**src/pkg/epil_pkg.sv**
```systemverilog
package epil_pkg;
    // -------------------------------------------------------------------
    // register map
    // -------------------------------------------------------------------
    localparam logic [7:0] EPIL_STAT_CTRL_OFS = 8'h00;
    localparam logic [7:0] EPIL_BRK_CTRL_OFS = 8'h04;
    localparam logic [7:0] EPIL_PIN_OFS = 8'h08;
    localparam logic [7:0] EPIL_VEC_OFS = 8'h0C;
    // status/control field positions
    localparam int EPIL_MODE_BIT = 0;
    localparam int EPIL_MASK_BIT = 1;
    localparam int EPIL_ACK_BIT = 2;
    localparam int EPIL_FLAG_BIT = 3;
    // break control field position
    localparam int EPIL_BRK_CLR_EN_BIT = 0;
    // reset values
    localparam logic EPIL_MODE_RST = 1'b0;
    localparam logic EPIL_MASK_RST = 1'b0;
    localparam logic EPIL_BRK_CLR_EN_RST = 1'b0;
    // vector locations
    localparam logic [15:0] EPIL_VEC_HI_ADDR = 16'hFFFA;
    localparam logic [15:0] EPIL_VEC_LO_ADDR = 16'hFFFB;
    // axi response codes
    localparam logic [1:0] EPIL_RESP_OKAY = 2'b00;
    localparam logic [1:0] EPIL_RESP_SLVERR = 2'b10;
endpackage : epil_pkg

```
**src/pkg/epil_req_if.sv**
```systemverilog
`timescale 1ns/10ps
`default_nettype none
// request path between pin front end and latch
interface epil_req_if;
    logic fall_pulse;
    logic pin_level;
    modport src (output fall_pulse, output pin_level);
    modport dst (input fall_pulse, input pin_level);
endinterface : epil_req_if
`default_nettype wire

```
**src/design/epil_top.sv**
```systemverilog
// Register access over AXI4-Lite and the register offsets are this design's own decisions.
`timescale 1ns/10ps
`default_nettype none
module epil_top (
    // clock and reset
    input wire logic aclk,
    input wire logic aresetn,
    // external pin
    input wire logic irq_pin_n,
    // cpu side
    input wire logic vector_fetch,
    input wire logic break_state,
    output logic cpu_irq_req,
    output logic [15:0] vec_hi_addr,
    output logic [15:0] vec_lo_addr,
    // axi4-lite write address
    input wire logic [7:0] s_axi_awaddr,
    input wire logic [2:0] s_axi_awprot,
    input wire logic s_axi_awvalid,
    output logic s_axi_awready,
    // axi4-lite write data
    input wire logic [31:0] s_axi_wdata,
    input wire logic [3:0] s_axi_wstrb,
    input wire logic s_axi_wvalid,
    output logic s_axi_wready,
    // axi4-lite write response
    output logic [1:0] s_axi_bresp,
    output logic s_axi_bvalid,
    input wire logic s_axi_bready,
    // axi4-lite read address
    input wire logic [7:0] s_axi_araddr,
    input wire logic [2:0] s_axi_arprot,
    input wire logic s_axi_arvalid,
    output logic s_axi_arready,
    // axi4-lite read data
    output logic [31:0] s_axi_rdata,
    output logic [1:0] s_axi_rresp,
    output logic s_axi_rvalid,
    input wire logic s_axi_rready
);
    import epil_pkg::*;

    // -------------------------------------------------------------------
    // front end and latch
    // -------------------------------------------------------------------
    epil_req_if req ();
    logic pending;
    logic ack;
    logic sw_ack;
    logic mode_q, mode_d, mask_q, mask_d, brk_clr_en_q, brk_clr_en_d;

    epil_pin_sync u_sync (
        .aclk(aclk),
        .aresetn(aresetn),
        .irq_pin_n(irq_pin_n),
        .req(req)
    );

    epil_latch u_latch (
        .aclk(aclk),
        .aresetn(aresetn),
        .req(req),
        .mode(mode_q),
        .ack(ack),
        .pending(pending)
    );

    // -------------------------------------------------------------------
    // axi4-lite write channel
    // -------------------------------------------------------------------
    logic aw_have_q, aw_have_d, w_have_q, w_have_d;
    logic [7:0] aw_addr_q, aw_addr_d;
    logic [31:0] w_data_q, w_data_d;
    logic w_strb0_q, w_strb0_d;
    logic awready_q, awready_d, wready_q, wready_d;
    logic bvalid_q, bvalid_d;
    logic [1:0] bresp_q, bresp_d;
    logic do_write;

    // both halves may arrive in either order; commit once both are held
    always_comb begin
        aw_have_d = aw_have_q;
        w_have_d = w_have_q;
        aw_addr_d = aw_addr_q;
        w_data_d = w_data_q;
        w_strb0_d = w_strb0_q;
        bvalid_d = bvalid_q;
        bresp_d = bresp_q;
        do_write = 1'b0;
        if (s_axi_awvalid && awready_q) begin
            aw_have_d = 1'b1;
            aw_addr_d = s_axi_awaddr;
        end
        if (s_axi_wvalid && wready_q) begin
            w_have_d = 1'b1;
            w_data_d = s_axi_wdata;
            w_strb0_d = s_axi_wstrb[0];
        end
        if (bvalid_q && s_axi_bready) begin
            bvalid_d = 1'b0;
        end
        if (aw_have_q && w_have_q && !bvalid_q) begin
            do_write = 1'b1;
            aw_have_d = 1'b0;
            w_have_d = 1'b0;
            bvalid_d = 1'b1;
            if (aw_addr_q == EPIL_STAT_CTRL_OFS ||
                aw_addr_q == EPIL_BRK_CTRL_OFS) begin
                bresp_d = EPIL_RESP_OKAY;
            end else if (aw_addr_q == EPIL_PIN_OFS ||
                aw_addr_q == EPIL_VEC_OFS) begin
                bresp_d = EPIL_RESP_OKAY; // read-only: write ignored
            end else begin
                bresp_d = EPIL_RESP_SLVERR;
            end
        end
        awready_d = !aw_have_d;
        wready_d = !w_have_d;
    end

    always_ff @(posedge aclk) begin
        if (!aresetn) begin
            aw_have_q <= 1'b0;
            w_have_q <= 1'b0;
            aw_addr_q <= 8'h00;
            w_data_q <= 32'h0000_0000;
            w_strb0_q <= 1'b0;
            awready_q <= 1'b0;
            wready_q <= 1'b0;
            bvalid_q <= 1'b0;
            bresp_q <= 2'b00;
        end else begin
            aw_have_q <= aw_have_d;
            w_have_q <= w_have_d;
            aw_addr_q <= aw_addr_d;
            w_data_q <= w_data_d;
            w_strb0_q <= w_strb0_d;
            awready_q <= awready_d;
            wready_q <= wready_d;
            bvalid_q <= bvalid_d;
            bresp_q <= bresp_d;
        end
    end

    // -------------------------------------------------------------------
    // control registers
    // -------------------------------------------------------------------
    logic wr_sc, wr_brk;
    assign wr_sc = do_write && w_strb0_q && (aw_addr_q == EPIL_STAT_CTRL_OFS);
    assign wr_brk = do_write && w_strb0_q && (aw_addr_q == EPIL_BRK_CTRL_OFS);

    // ack bit is a strobe only, never stored, so it reads as zero
    always_comb begin
        mode_d = mode_q;
        mask_d = mask_q;
        brk_clr_en_d = brk_clr_en_q;
        if (wr_sc) begin
            mode_d = w_data_q[EPIL_MODE_BIT];
            mask_d = w_data_q[EPIL_MASK_BIT];
        end
        if (wr_brk) begin
            brk_clr_en_d = w_data_q[EPIL_BRK_CLR_EN_BIT];
        end
    end

    always_ff @(posedge aclk) begin
        if (!aresetn) begin
            mode_q <= EPIL_MODE_RST;
            mask_q <= EPIL_MASK_RST;
            brk_clr_en_q <= EPIL_BRK_CLR_EN_RST;
        end else begin
            mode_q <= mode_d;
            mask_q <= mask_d;
            brk_clr_en_q <= brk_clr_en_d;
        end
    end

    // break state blocks software clears unless enabled
    assign sw_ack = wr_sc && w_data_q[EPIL_ACK_BIT] &&
        (!break_state || brk_clr_en_q);
    // vector fetch acknowledges as well
    assign ack = sw_ack | vector_fetch;

    // -------------------------------------------------------------------
    // cpu side outputs
    // -------------------------------------------------------------------
    logic irq_q, irq_d;
    always_comb begin
        irq_d = pending & ~mask_q;
    end

    always_ff @(posedge aclk) begin
        if (!aresetn) begin
            irq_q <= 1'b0;
            vec_hi_addr <= 16'h0000;
            vec_lo_addr <= 16'h0000;
        end else begin
            irq_q <= irq_d;
            vec_hi_addr <= EPIL_VEC_HI_ADDR;
            vec_lo_addr <= EPIL_VEC_LO_ADDR;
        end
    end
    assign cpu_irq_req = irq_q;

    // -------------------------------------------------------------------
    // axi4-lite read channel
    // -------------------------------------------------------------------
    logic rvalid_q, rvalid_d, arready_q, arready_d;
    logic [31:0] rdata_q, rdata_d;
    logic [1:0] rresp_q, rresp_d;

    // one read in flight; address is taken only when no data is waiting
    always_comb begin
        rvalid_d = rvalid_q;
        rdata_d = rdata_q;
        rresp_d = rresp_q;
        if (rvalid_q && s_axi_rready) begin
            rvalid_d = 1'b0;
        end
        if (s_axi_arvalid && arready_q) begin
            rvalid_d = 1'b1;
            rresp_d = EPIL_RESP_OKAY;
            rdata_d = 32'h0000_0000;
            case (s_axi_araddr)
                EPIL_STAT_CTRL_OFS: begin
                    rdata_d[EPIL_FLAG_BIT] = pending;
                    rdata_d[EPIL_MASK_BIT] = mask_q;
                    rdata_d[EPIL_MODE_BIT] = mode_q;
                end
                EPIL_BRK_CTRL_OFS: rdata_d[EPIL_BRK_CLR_EN_BIT] = brk_clr_en_q;
                EPIL_PIN_OFS: rdata_d[0] = req.pin_level;
                EPIL_VEC_OFS: rdata_d = {EPIL_VEC_HI_ADDR, EPIL_VEC_LO_ADDR};
                default: rresp_d = EPIL_RESP_SLVERR;
            endcase
        end
        arready_d = !rvalid_d;
    end

    always_ff @(posedge aclk) begin
        if (!aresetn) begin
            rvalid_q <= 1'b0;
            arready_q <= 1'b0;
            rdata_q <= 32'h0000_0000;
            rresp_q <= 2'b00;
        end else begin
            rvalid_q <= rvalid_d;
            arready_q <= arready_d;
            rdata_q <= rdata_d;
            rresp_q <= rresp_d;
        end
    end

    assign s_axi_awready = awready_q;
    assign s_axi_wready = wready_q;
    assign s_axi_bvalid = bvalid_q;
    assign s_axi_bresp = bresp_q;
    assign s_axi_arready = arready_q;
    assign s_axi_rvalid = rvalid_q;
    assign s_axi_rdata = rdata_q;
    assign s_axi_rresp = rresp_q;
endmodule : epil_top
`default_nettype wire

```
**src/design/epil_pin_sync.sv**
```systemverilog
`timescale 1ns/10ps
`default_nettype none
module epil_pin_sync (
    // clock and reset
    input wire logic aclk,
    input wire logic aresetn,
    // raw pin
    input wire logic irq_pin_n,
    // to latch
    epil_req_if.src req
);
    logic s1_q, s1_d, s2_q, s2_d, prev_q, prev_d;

    // chain keeps sampling in reset so a pin held low shows no false edge
    always_comb begin
        s1_d = irq_pin_n;
        s2_d = s1_q;
        prev_d = s2_q;
    end

    // power-up reset must span two edges so the chain fills before release
    always_ff @(posedge aclk) begin
        if (!aresetn) begin
            s1_q <= s1_d;
            s2_q <= s2_d;
            prev_q <= s2_d; // history equals current: no pulse at release
        end else begin
            s1_q <= s1_d;
            s2_q <= s2_d;
            prev_q <= prev_d;
        end
    end

    // compare current with previous sample
    assign req.fall_pulse = prev_q & ~s2_q;
    assign req.pin_level = s2_q;
endmodule : epil_pin_sync
`default_nettype wire

```
**src/design/epil_latch.sv**
```systemverilog
`timescale 1ns/10ps
`default_nettype none
module epil_latch (
    // clock and reset
    input wire logic aclk,
    input wire logic aresetn,
    // from pin front end
    epil_req_if.dst req,
    // controls
    input wire logic mode,
    input wire logic ack,
    // state
    output logic pending
);
    logic lat_q, lat_d;

    // set wins over a clear in the same cycle
    always_comb begin
        lat_d = lat_q;
        if (ack) begin
            lat_d = 1'b0;
        end
        if (req.fall_pulse) begin
            lat_d = 1'b1;
        end
    end

    always_ff @(posedge aclk) begin
        if (!aresetn) begin
            lat_q <= 1'b0;
        end else begin
            lat_q <= lat_d;
        end
    end

    // low level keeps the request alive in edge-and-level mode
    assign pending = lat_q | (mode & ~req.pin_level);
endmodule : epil_latch
`default_nettype wire

```
**config.mk**
```make
export PLATFORM = sky130hd
export DESIGN_NAME = epil_top
export DESIGN_NICKNAME = d
export VERILOG_FILES = /design/src/pkg/epil_pkg.sv /design/src/pkg/epil_req_if.sv /design/src/design/epil_top.sv /design/src/design/epil_pin_sync.sv /design/src/design/epil_latch.sv
export SDC_FILE = /design/constraint.sdc
export NUM_CORES = 1
export LEC_CHECK = 0
export BUFFER_PORTS_ARGS = -buffer_cell sky130_fd_sc_hd__buf_4
export CAP_MARGIN = 0
export CORE_ASPECT_RATIO = 0.8
export CORE_UTILIZATION = 39
export DETAILED_ROUTE_END_ITERATION = 8
export PLACE_DENSITY_LB_ADDON = 0.15
export SLEW_MARGIN = 20
export SYNTH_ARGS = -nofsm -noshare
export SYNTH_HDL_FRONTEND = slang
export SYNTH_SLANG_ARGS = --single-unit
```
**constraint.sdc**
```tcl
create_clock -name aclk -period 1.42 [get_ports aclk]
set_input_delay 0.071 -clock aclk [delete_from_list [all_inputs] [get_ports aclk]]
set_output_delay 0.071 -clock aclk [all_outputs]
set_load 0.005 [all_outputs]
```
==> flow_summary_export.csv, run 1 <==
group,metric,value,unit
outcome,status,"finished, final reports clean",
pwr,power.leakage,1.040,nW
die,io_pins,142,
routing,avgRoutedWirePerCell,9.706,microns
routing,wl,3.009,mm
timing,setup_viol,0,
timing,hold_viol_final,0,
yosys,synth-seq-cells,34,
yosys,yosysMostFrequentCell,"buf_4",
die,die_width,77.52,microns
placement,hpwl,2.255,mm
yosys,yosys_warnings,0,
routing,viasPerCell,4.365,
die,core_area,0.004283,sq mm
timing,finalWorstPathRequiredPeriod,1213,ps
yosys,avgSynthCellArea,8.637,sq um
yosys,synth-main-ff-cell,"dfxtp_1",
placement,post-place-ws,190.0,ps
die,die_y,62.41,microns
routing,antenna_left,0,
global_routing,antenna_found_initial,0,
yosys,syn_area,0.001779,sq mm
pwr,power_density,910.7,mW/mm^2
critical_path,cp_max_fo,5,
critical_path,worst_setup_path_end_kind,"register",
timing,slew_viol_final,0,
clocking,clockBufferDepth,2,
placement,place_congestion,0.7177,
critical_path,path_cells,"nor4_4, nand4_2, o21ai_1, o21ai_1",
cells_and_area,drive_above_1_share,43.08,%
routing,drtIter0Drc,23,
global_routing,grt_pass1_vias,1077,
timing,rsz0062_at_grt,"no",
yosys,yosysTopAreaCellShare,38.26,%
pwr,irDropWorstVdd,446.8,uV
global_routing,grt_pass1_wl,4.774,mm
timing,finalCritPeriodShare,85.39,%
critical_path,max_stage_delay,340,ps
cells_and_area,syn_to_final_growth,25.25,%
die,dieArea,0.004838,sq mm
clocking,insertion_delay,280,ps
clocking,cts_buffers,5,
clocking,clkSinkCount,34,
min_path,min_path_type,"in2reg",
timing,hold_slack,33.19,ps
yosys,synthTopCellsByCount,"buf_4 (61), dfxtp_1 (34), nand2_1 (32)",
clocking,cts_resized,0,
clocking,cts_hold_buf,1,
clocking,root_buffer,"clkbuf_8",
yosys,synth_cell_types,34,
global_routing,grt_max_degree,37,
yosys,yosys.area.top_type,"dfxtp_1",
global_routing,grtUsageTotal,12.55,%
global_routing,grt.overflow.total,0,
routing,drc,0,
critical_path,critPathArrivalTime,1380,ps
timing,fin_setup_tns,0,ps
die,start_util,41.54,%
die,rows,21,
job,maxCapViolCount,0,
critical_path,crit_top_cell,"o21ai_1",
pwr,p_total,2.029,mW
critical_path,crit_slowest_cell,"nor4_4",
placement,place_area,0.002127,sq mm
min_path,holdPathStages,3,
timing,fin_skew,2.139,ps
yosys,synth.area.top_cells,"dfxtp_1 (38%), buf_4 (26%), nand2_1 (6.8%)",
placement,io_buffers,95,
yosys,synthArstFlopShare,0,%
cells_and_area,antennaDiodeCount,0,
critical_path,ff2ff_path_depth,4,
critical_path,cp.required,1590,ps
critical_path,critPathLaunchType,"register",
clocking,post_cts_buffers,0,
yosys,synthCells,206,
timing,max_freq,0.8247,GHz
critical_path,path_class,"reg2reg",
yosys,synth-seq-area-share,38.26,%
cells_and_area,finalInstanceArea,0.002228,sq mm
clocking,clk_pin_slew,70,ps
clocking,cts_tree,"built",
clocking,htree_levels,2,
routing,num_vias,1353,
cells_and_area,nets,320,
timing,setup_slack,207.5,ps
yosys,synth_edf_count,0,
routing,first_pass_iters,4,
cell type report:
cell class	instances	area, sq um
clock buffers	7	86.33
clock inverters	1	5.005
fillers	411	2054
inverters	1	3.754
multi-input cells	112	643.1
flip-flops and latches	34	680.7
well taps	57	71.32
repair buffers	98	738.2
routing by layer:
metal  track usage, %  wire length (microns)  vias up
met5                0                      0        -
met1            16.70                   1500      569
met4            5.660                     48        0
met2            18.25                   1169       69
met3            4.234                    290        8
li1                 -                      -      707
state kept, by name, summed over array words and instances (netlist names):
register,cells
u_sync.req.pin_level,1
aw_have_q,1
w_data_q,3
u_sync.s1_q,1
s_axi_rdata,4
s_axi_rvalid,1
u_latch.lat_q,1
s_axi_bresp,1
s_axi_arready,1
s_axi_bvalid,1
vec_hi_addr,1
brk_clr_en_q,1
s_axi_wready,1
aw_addr_q,8
w_have_q,1
mode_q,1
w_strb0_q,1
cpu_irq_req,1
mask_q,1
u_sync.prev_q,1
s_axi_rresp,1
s_axi_awready,1
critical path: cells and delay by family (launching register included):
family	cells	cell delay (ps)
compound gates	2	230
simple gates	2	540
flops	1	330
path summary, 6_finish.rpt:
path	start	to	slack, ps
setup / recovery	aw_addr_q[6]$_SDFFE_PN0P_	u_latch.lat_q$_SDFFE_PN0P_	210
hold / removal	s_axi_awaddr[4]	aw_addr_q[4]$_SDFFE_PN0P_	30
setup reg to reg	aw_addr_q[6]$_SDFFE_PN0P_	u_latch.lat_q$_SDFFE_PN0P_	210
hold reg to reg	u_sync.s1_q$_DFF_P_	u_sync.req.pin_level$_DFF_P_	350
layout by cell type (no fill, tap or decap), types with 2 or more instances in the layout:
cell / instances
and2_1: 3
nand2_1: 32
nor2_1: 9
dfxtp_1: 34
a21boi_0: 10
clkbuf_8: 6
nand2b_1: 3
buf_4: 97
o21ai_0: 3
a31o_1: 2
and3b_1: 2
conb_1: 8
o21ai_1: 5
and3_1: 2
nand3_1: 8
nor3b_1: 3
a21oi_1: 2
nor2b_1: 2
a21boi_1: 5
cells by family after synthesis:
logic type,after synthesis,share of synthesized area [%]
and+or+nand+nor,69,20.04
buffers and inverters,67,27.07
DFF,34,38.26
AOI/OAI and AO/OA,33,13.22
muxes,2,1.195
other,1,0.2108
power breakdown:
group / internal, mW / switching, mW / total, mW
clock: 0.391 / 0.325 / 0.716
combinational: 0.166 / 0.118 / 0.284
sequential: 0.998 / 0.0307 / 1.03
total: 1.56 / 0.474 / 2.03
per-stage QoR:
stage | utilization, % | cells
after global placement | 49.66 | 301
final | 52.03 | 310
after detailed placement | 49.66 | 301
after global routing | 52.03 | 310
after CTS | 52.03 | 310
after floorplan | - | 213
Note: power is estimated with default switching activity, not from simulation.
==> run 2: changes to the inputs <==
--- a/config.mk
+++ b/config.mk
@@ -10,6 +10,7 @@
 export CORE_ASPECT_RATIO = 0.8
 export CORE_UTILIZATION = 39
 export DETAILED_ROUTE_END_ITERATION = 8
+export MAX_ROUTING_LAYER = met4
 export PLACE_DENSITY_LB_ADDON = 0.15
 export SLEW_MARGIN = 20
 export SYNTH_ARGS = -nofsm -noshare
==> flow_summary_export.csv, run 2 (synthesis results as in run 1) <==
group,metric,value,unit
critical_path,worst_setup_path_end_kind,"register",
clocking,root_buffer,"clkbuf_8",
timing,max_freq,0.8225,GHz
cells_and_area,layout_commonest_cell,"buf_4",
critical_path,cp.required,1590,ps
placement,post-place-ws,190.0,ps
critical_path,critPathArrivalTime,1380,ps
min_path,min_path_type,"in2reg",
routing,drc,0,
critical_path,path_class,"reg2reg",
timing,finalWorstPathRequiredPeriod,1216,ps
critical_path,crit_family,"simple AND/OR/NAND/NOR gates",
clocking,cts_buffers,5,
pwr,power.leakage,1.040,nW
cells_and_area,drive_above_1_share,43.08,%
die,io_pins,142,
clocking,clkSinkCount,34,
cells_and_area,finalInstanceArea,0.002228,sq mm
cells_and_area,final_cell_mix,"buf_4 (97), dfxtp_1 (34), nand2_1 (32), a21boi_0 (10), nor2_1 (9)",
timing,setup_slack,204.2,ps
job,maxCapViolCount,0,
die,core_area,0.004283,sq mm
placement,dp.cells,301,
clocking,insertion_delay,280,ps
clocking,cts_resized,0,
routing,antenna_left,0,
timing,fin_setup_tns,0,ps
placement,place_area,0.002127,sq mm
routing,wl,2.994,mm
pwr,irDropWorstVdd,446.8,uV
placement,place_congestion,0.7260,
clocking,clk_pin_slew,60,ps
die,dieArea,0.004838,sq mm
clocking,post_cts_buffers,0,
critical_path,crit_top_cell,"o21ai_1",
placement,hpwl,2.255,mm
pwr,power_density,908.1,mW/mm^2
clocking,cts_tree,"built",
outcome,status,"finished, final reports clean",
die,die_width,77.52,microns
global_routing,antenna_found_initial,0,
global_routing,grt.overflow.total,0,
routing,num_vias,1349,
timing,rsz0062_at_grt,"no",
timing,hold_viol_final,0,
cells_and_area,largest-register,"aw_addr_q",
pwr,p_total,2.024,mW
global_routing,grt_pass1_wl,4.774,mm
global_routing,grt_pass1_vias,1078,
routing,drtIter0Drc,24,
cells_and_area,largest_reg_flops,8,
global_routing,grtUsageTotal,12.91,%
routing,first_pass_iters,4,
critical_path,crit_slowest_cell,"nor4_4",
die,rows,21,
die,start_util,41.54,%
clocking,clockBufferDepth,2,
cells_and_area,final_cells,310,
global_routing,grt_max_degree,37,
timing,finalCritPeriodShare,85.62,%
timing,setup_viol,0,
cells_and_area,nets,320,
timing,fin_skew,2.212,ps
critical_path,path_cells,"nor4_4, nand4_2, o21ai_1, o21ai_1",
routing,avgRoutedWirePerCell,9.658,microns
clocking,htree_levels,2,
critical_path,max_stage_delay,340,ps
die,die_y,62.41,microns
critical_path,cp_max_fo,5,
timing,slew_viol_final,0,
cells_and_area,syn_to_final_growth,25.25,%
critical_path,critPathBufInv,0,
cells_and_area,antennaDiodeCount,0,
placement,io_buffers,95,
critical_path,critPathLaunchType,"register",
routing,viasPerCell,4.352,
[run 2: timing repair]
| action | CTS | global route |
|---|---|---|
| endpoints found under the hold margin | 1 | 0 |
| endpoints found under the setup margin | 0 | 0 |
| hold buffers | 1 | 0 |
[run 2: final timing paths]
check	startpoint	to	slack, ps	cells past startpoint
max	aw_addr_q[6]$_SDFFE_PN0P_	u_latch.lat_q$_SDFFE_PN0P_	200	4
min	s_axi_awaddr[4]	aw_addr_q[4]$_SDFFE_PN0P_	40	3
max reg2reg	aw_addr_q[6]$_SDFFE_PN0P_	u_latch.lat_q$_SDFFE_PN0P_	200	4
min reg2reg	u_sync.s1_q$_DFF_P_	u_sync.req.pin_level$_DFF_P_	350	0
[run 2: worst reg2reg max path, cell delays in order (launching register included)]
cell     delay [ps]
dfxtp_1         330
nor4_4          340
nand4_2         200
o21ai_1         160
o21ai_1          70
[run 2: report_power, final]
part           switching, mW  internal, mW  leakage (nW)
combinational          0.118         0.166         0.713
clock                  0.320         0.391        0.0482
sequential            0.0304         0.998         0.279
[run 2: stage by stage]
step / hold slack, ps / utilization (%)
3_5_place_dp: 177.1 / 49.66
6_report: 35.73 / 52.03
4_1_cts: 32.47 / 52.03
3_3_place_gp: 175.2 / 49.66
5_1_grt: 50.78 / 52.03
2_1_floorplan: 98.72 / -
[run 2: final cells by class]
type                    instances  area, sq um
multi-input cells             112        643.1
well taps                      57        71.32
clock buffers                   7        86.33
clock inverters                 1        5.005
flip-flops and latches         34        680.7
repair buffers                 98        738.2
inverters                       1        3.754
fillers                       411         2054
[run 2: per-layer routing]
| layer | share of wire (%) | vias to the layer above | GRT usage [%] |
|---|---|---|---|
| met2 | 40 | 65 | 18.25 |
| met4 | 0.70 | 0 | 5.660 |
| met5 | 0 | - | - |
| li1 | - | 708 | - |
| met1 | 50 | 572 | 16.70 |
| met3 | 9.3 | 4 | 4.234 |
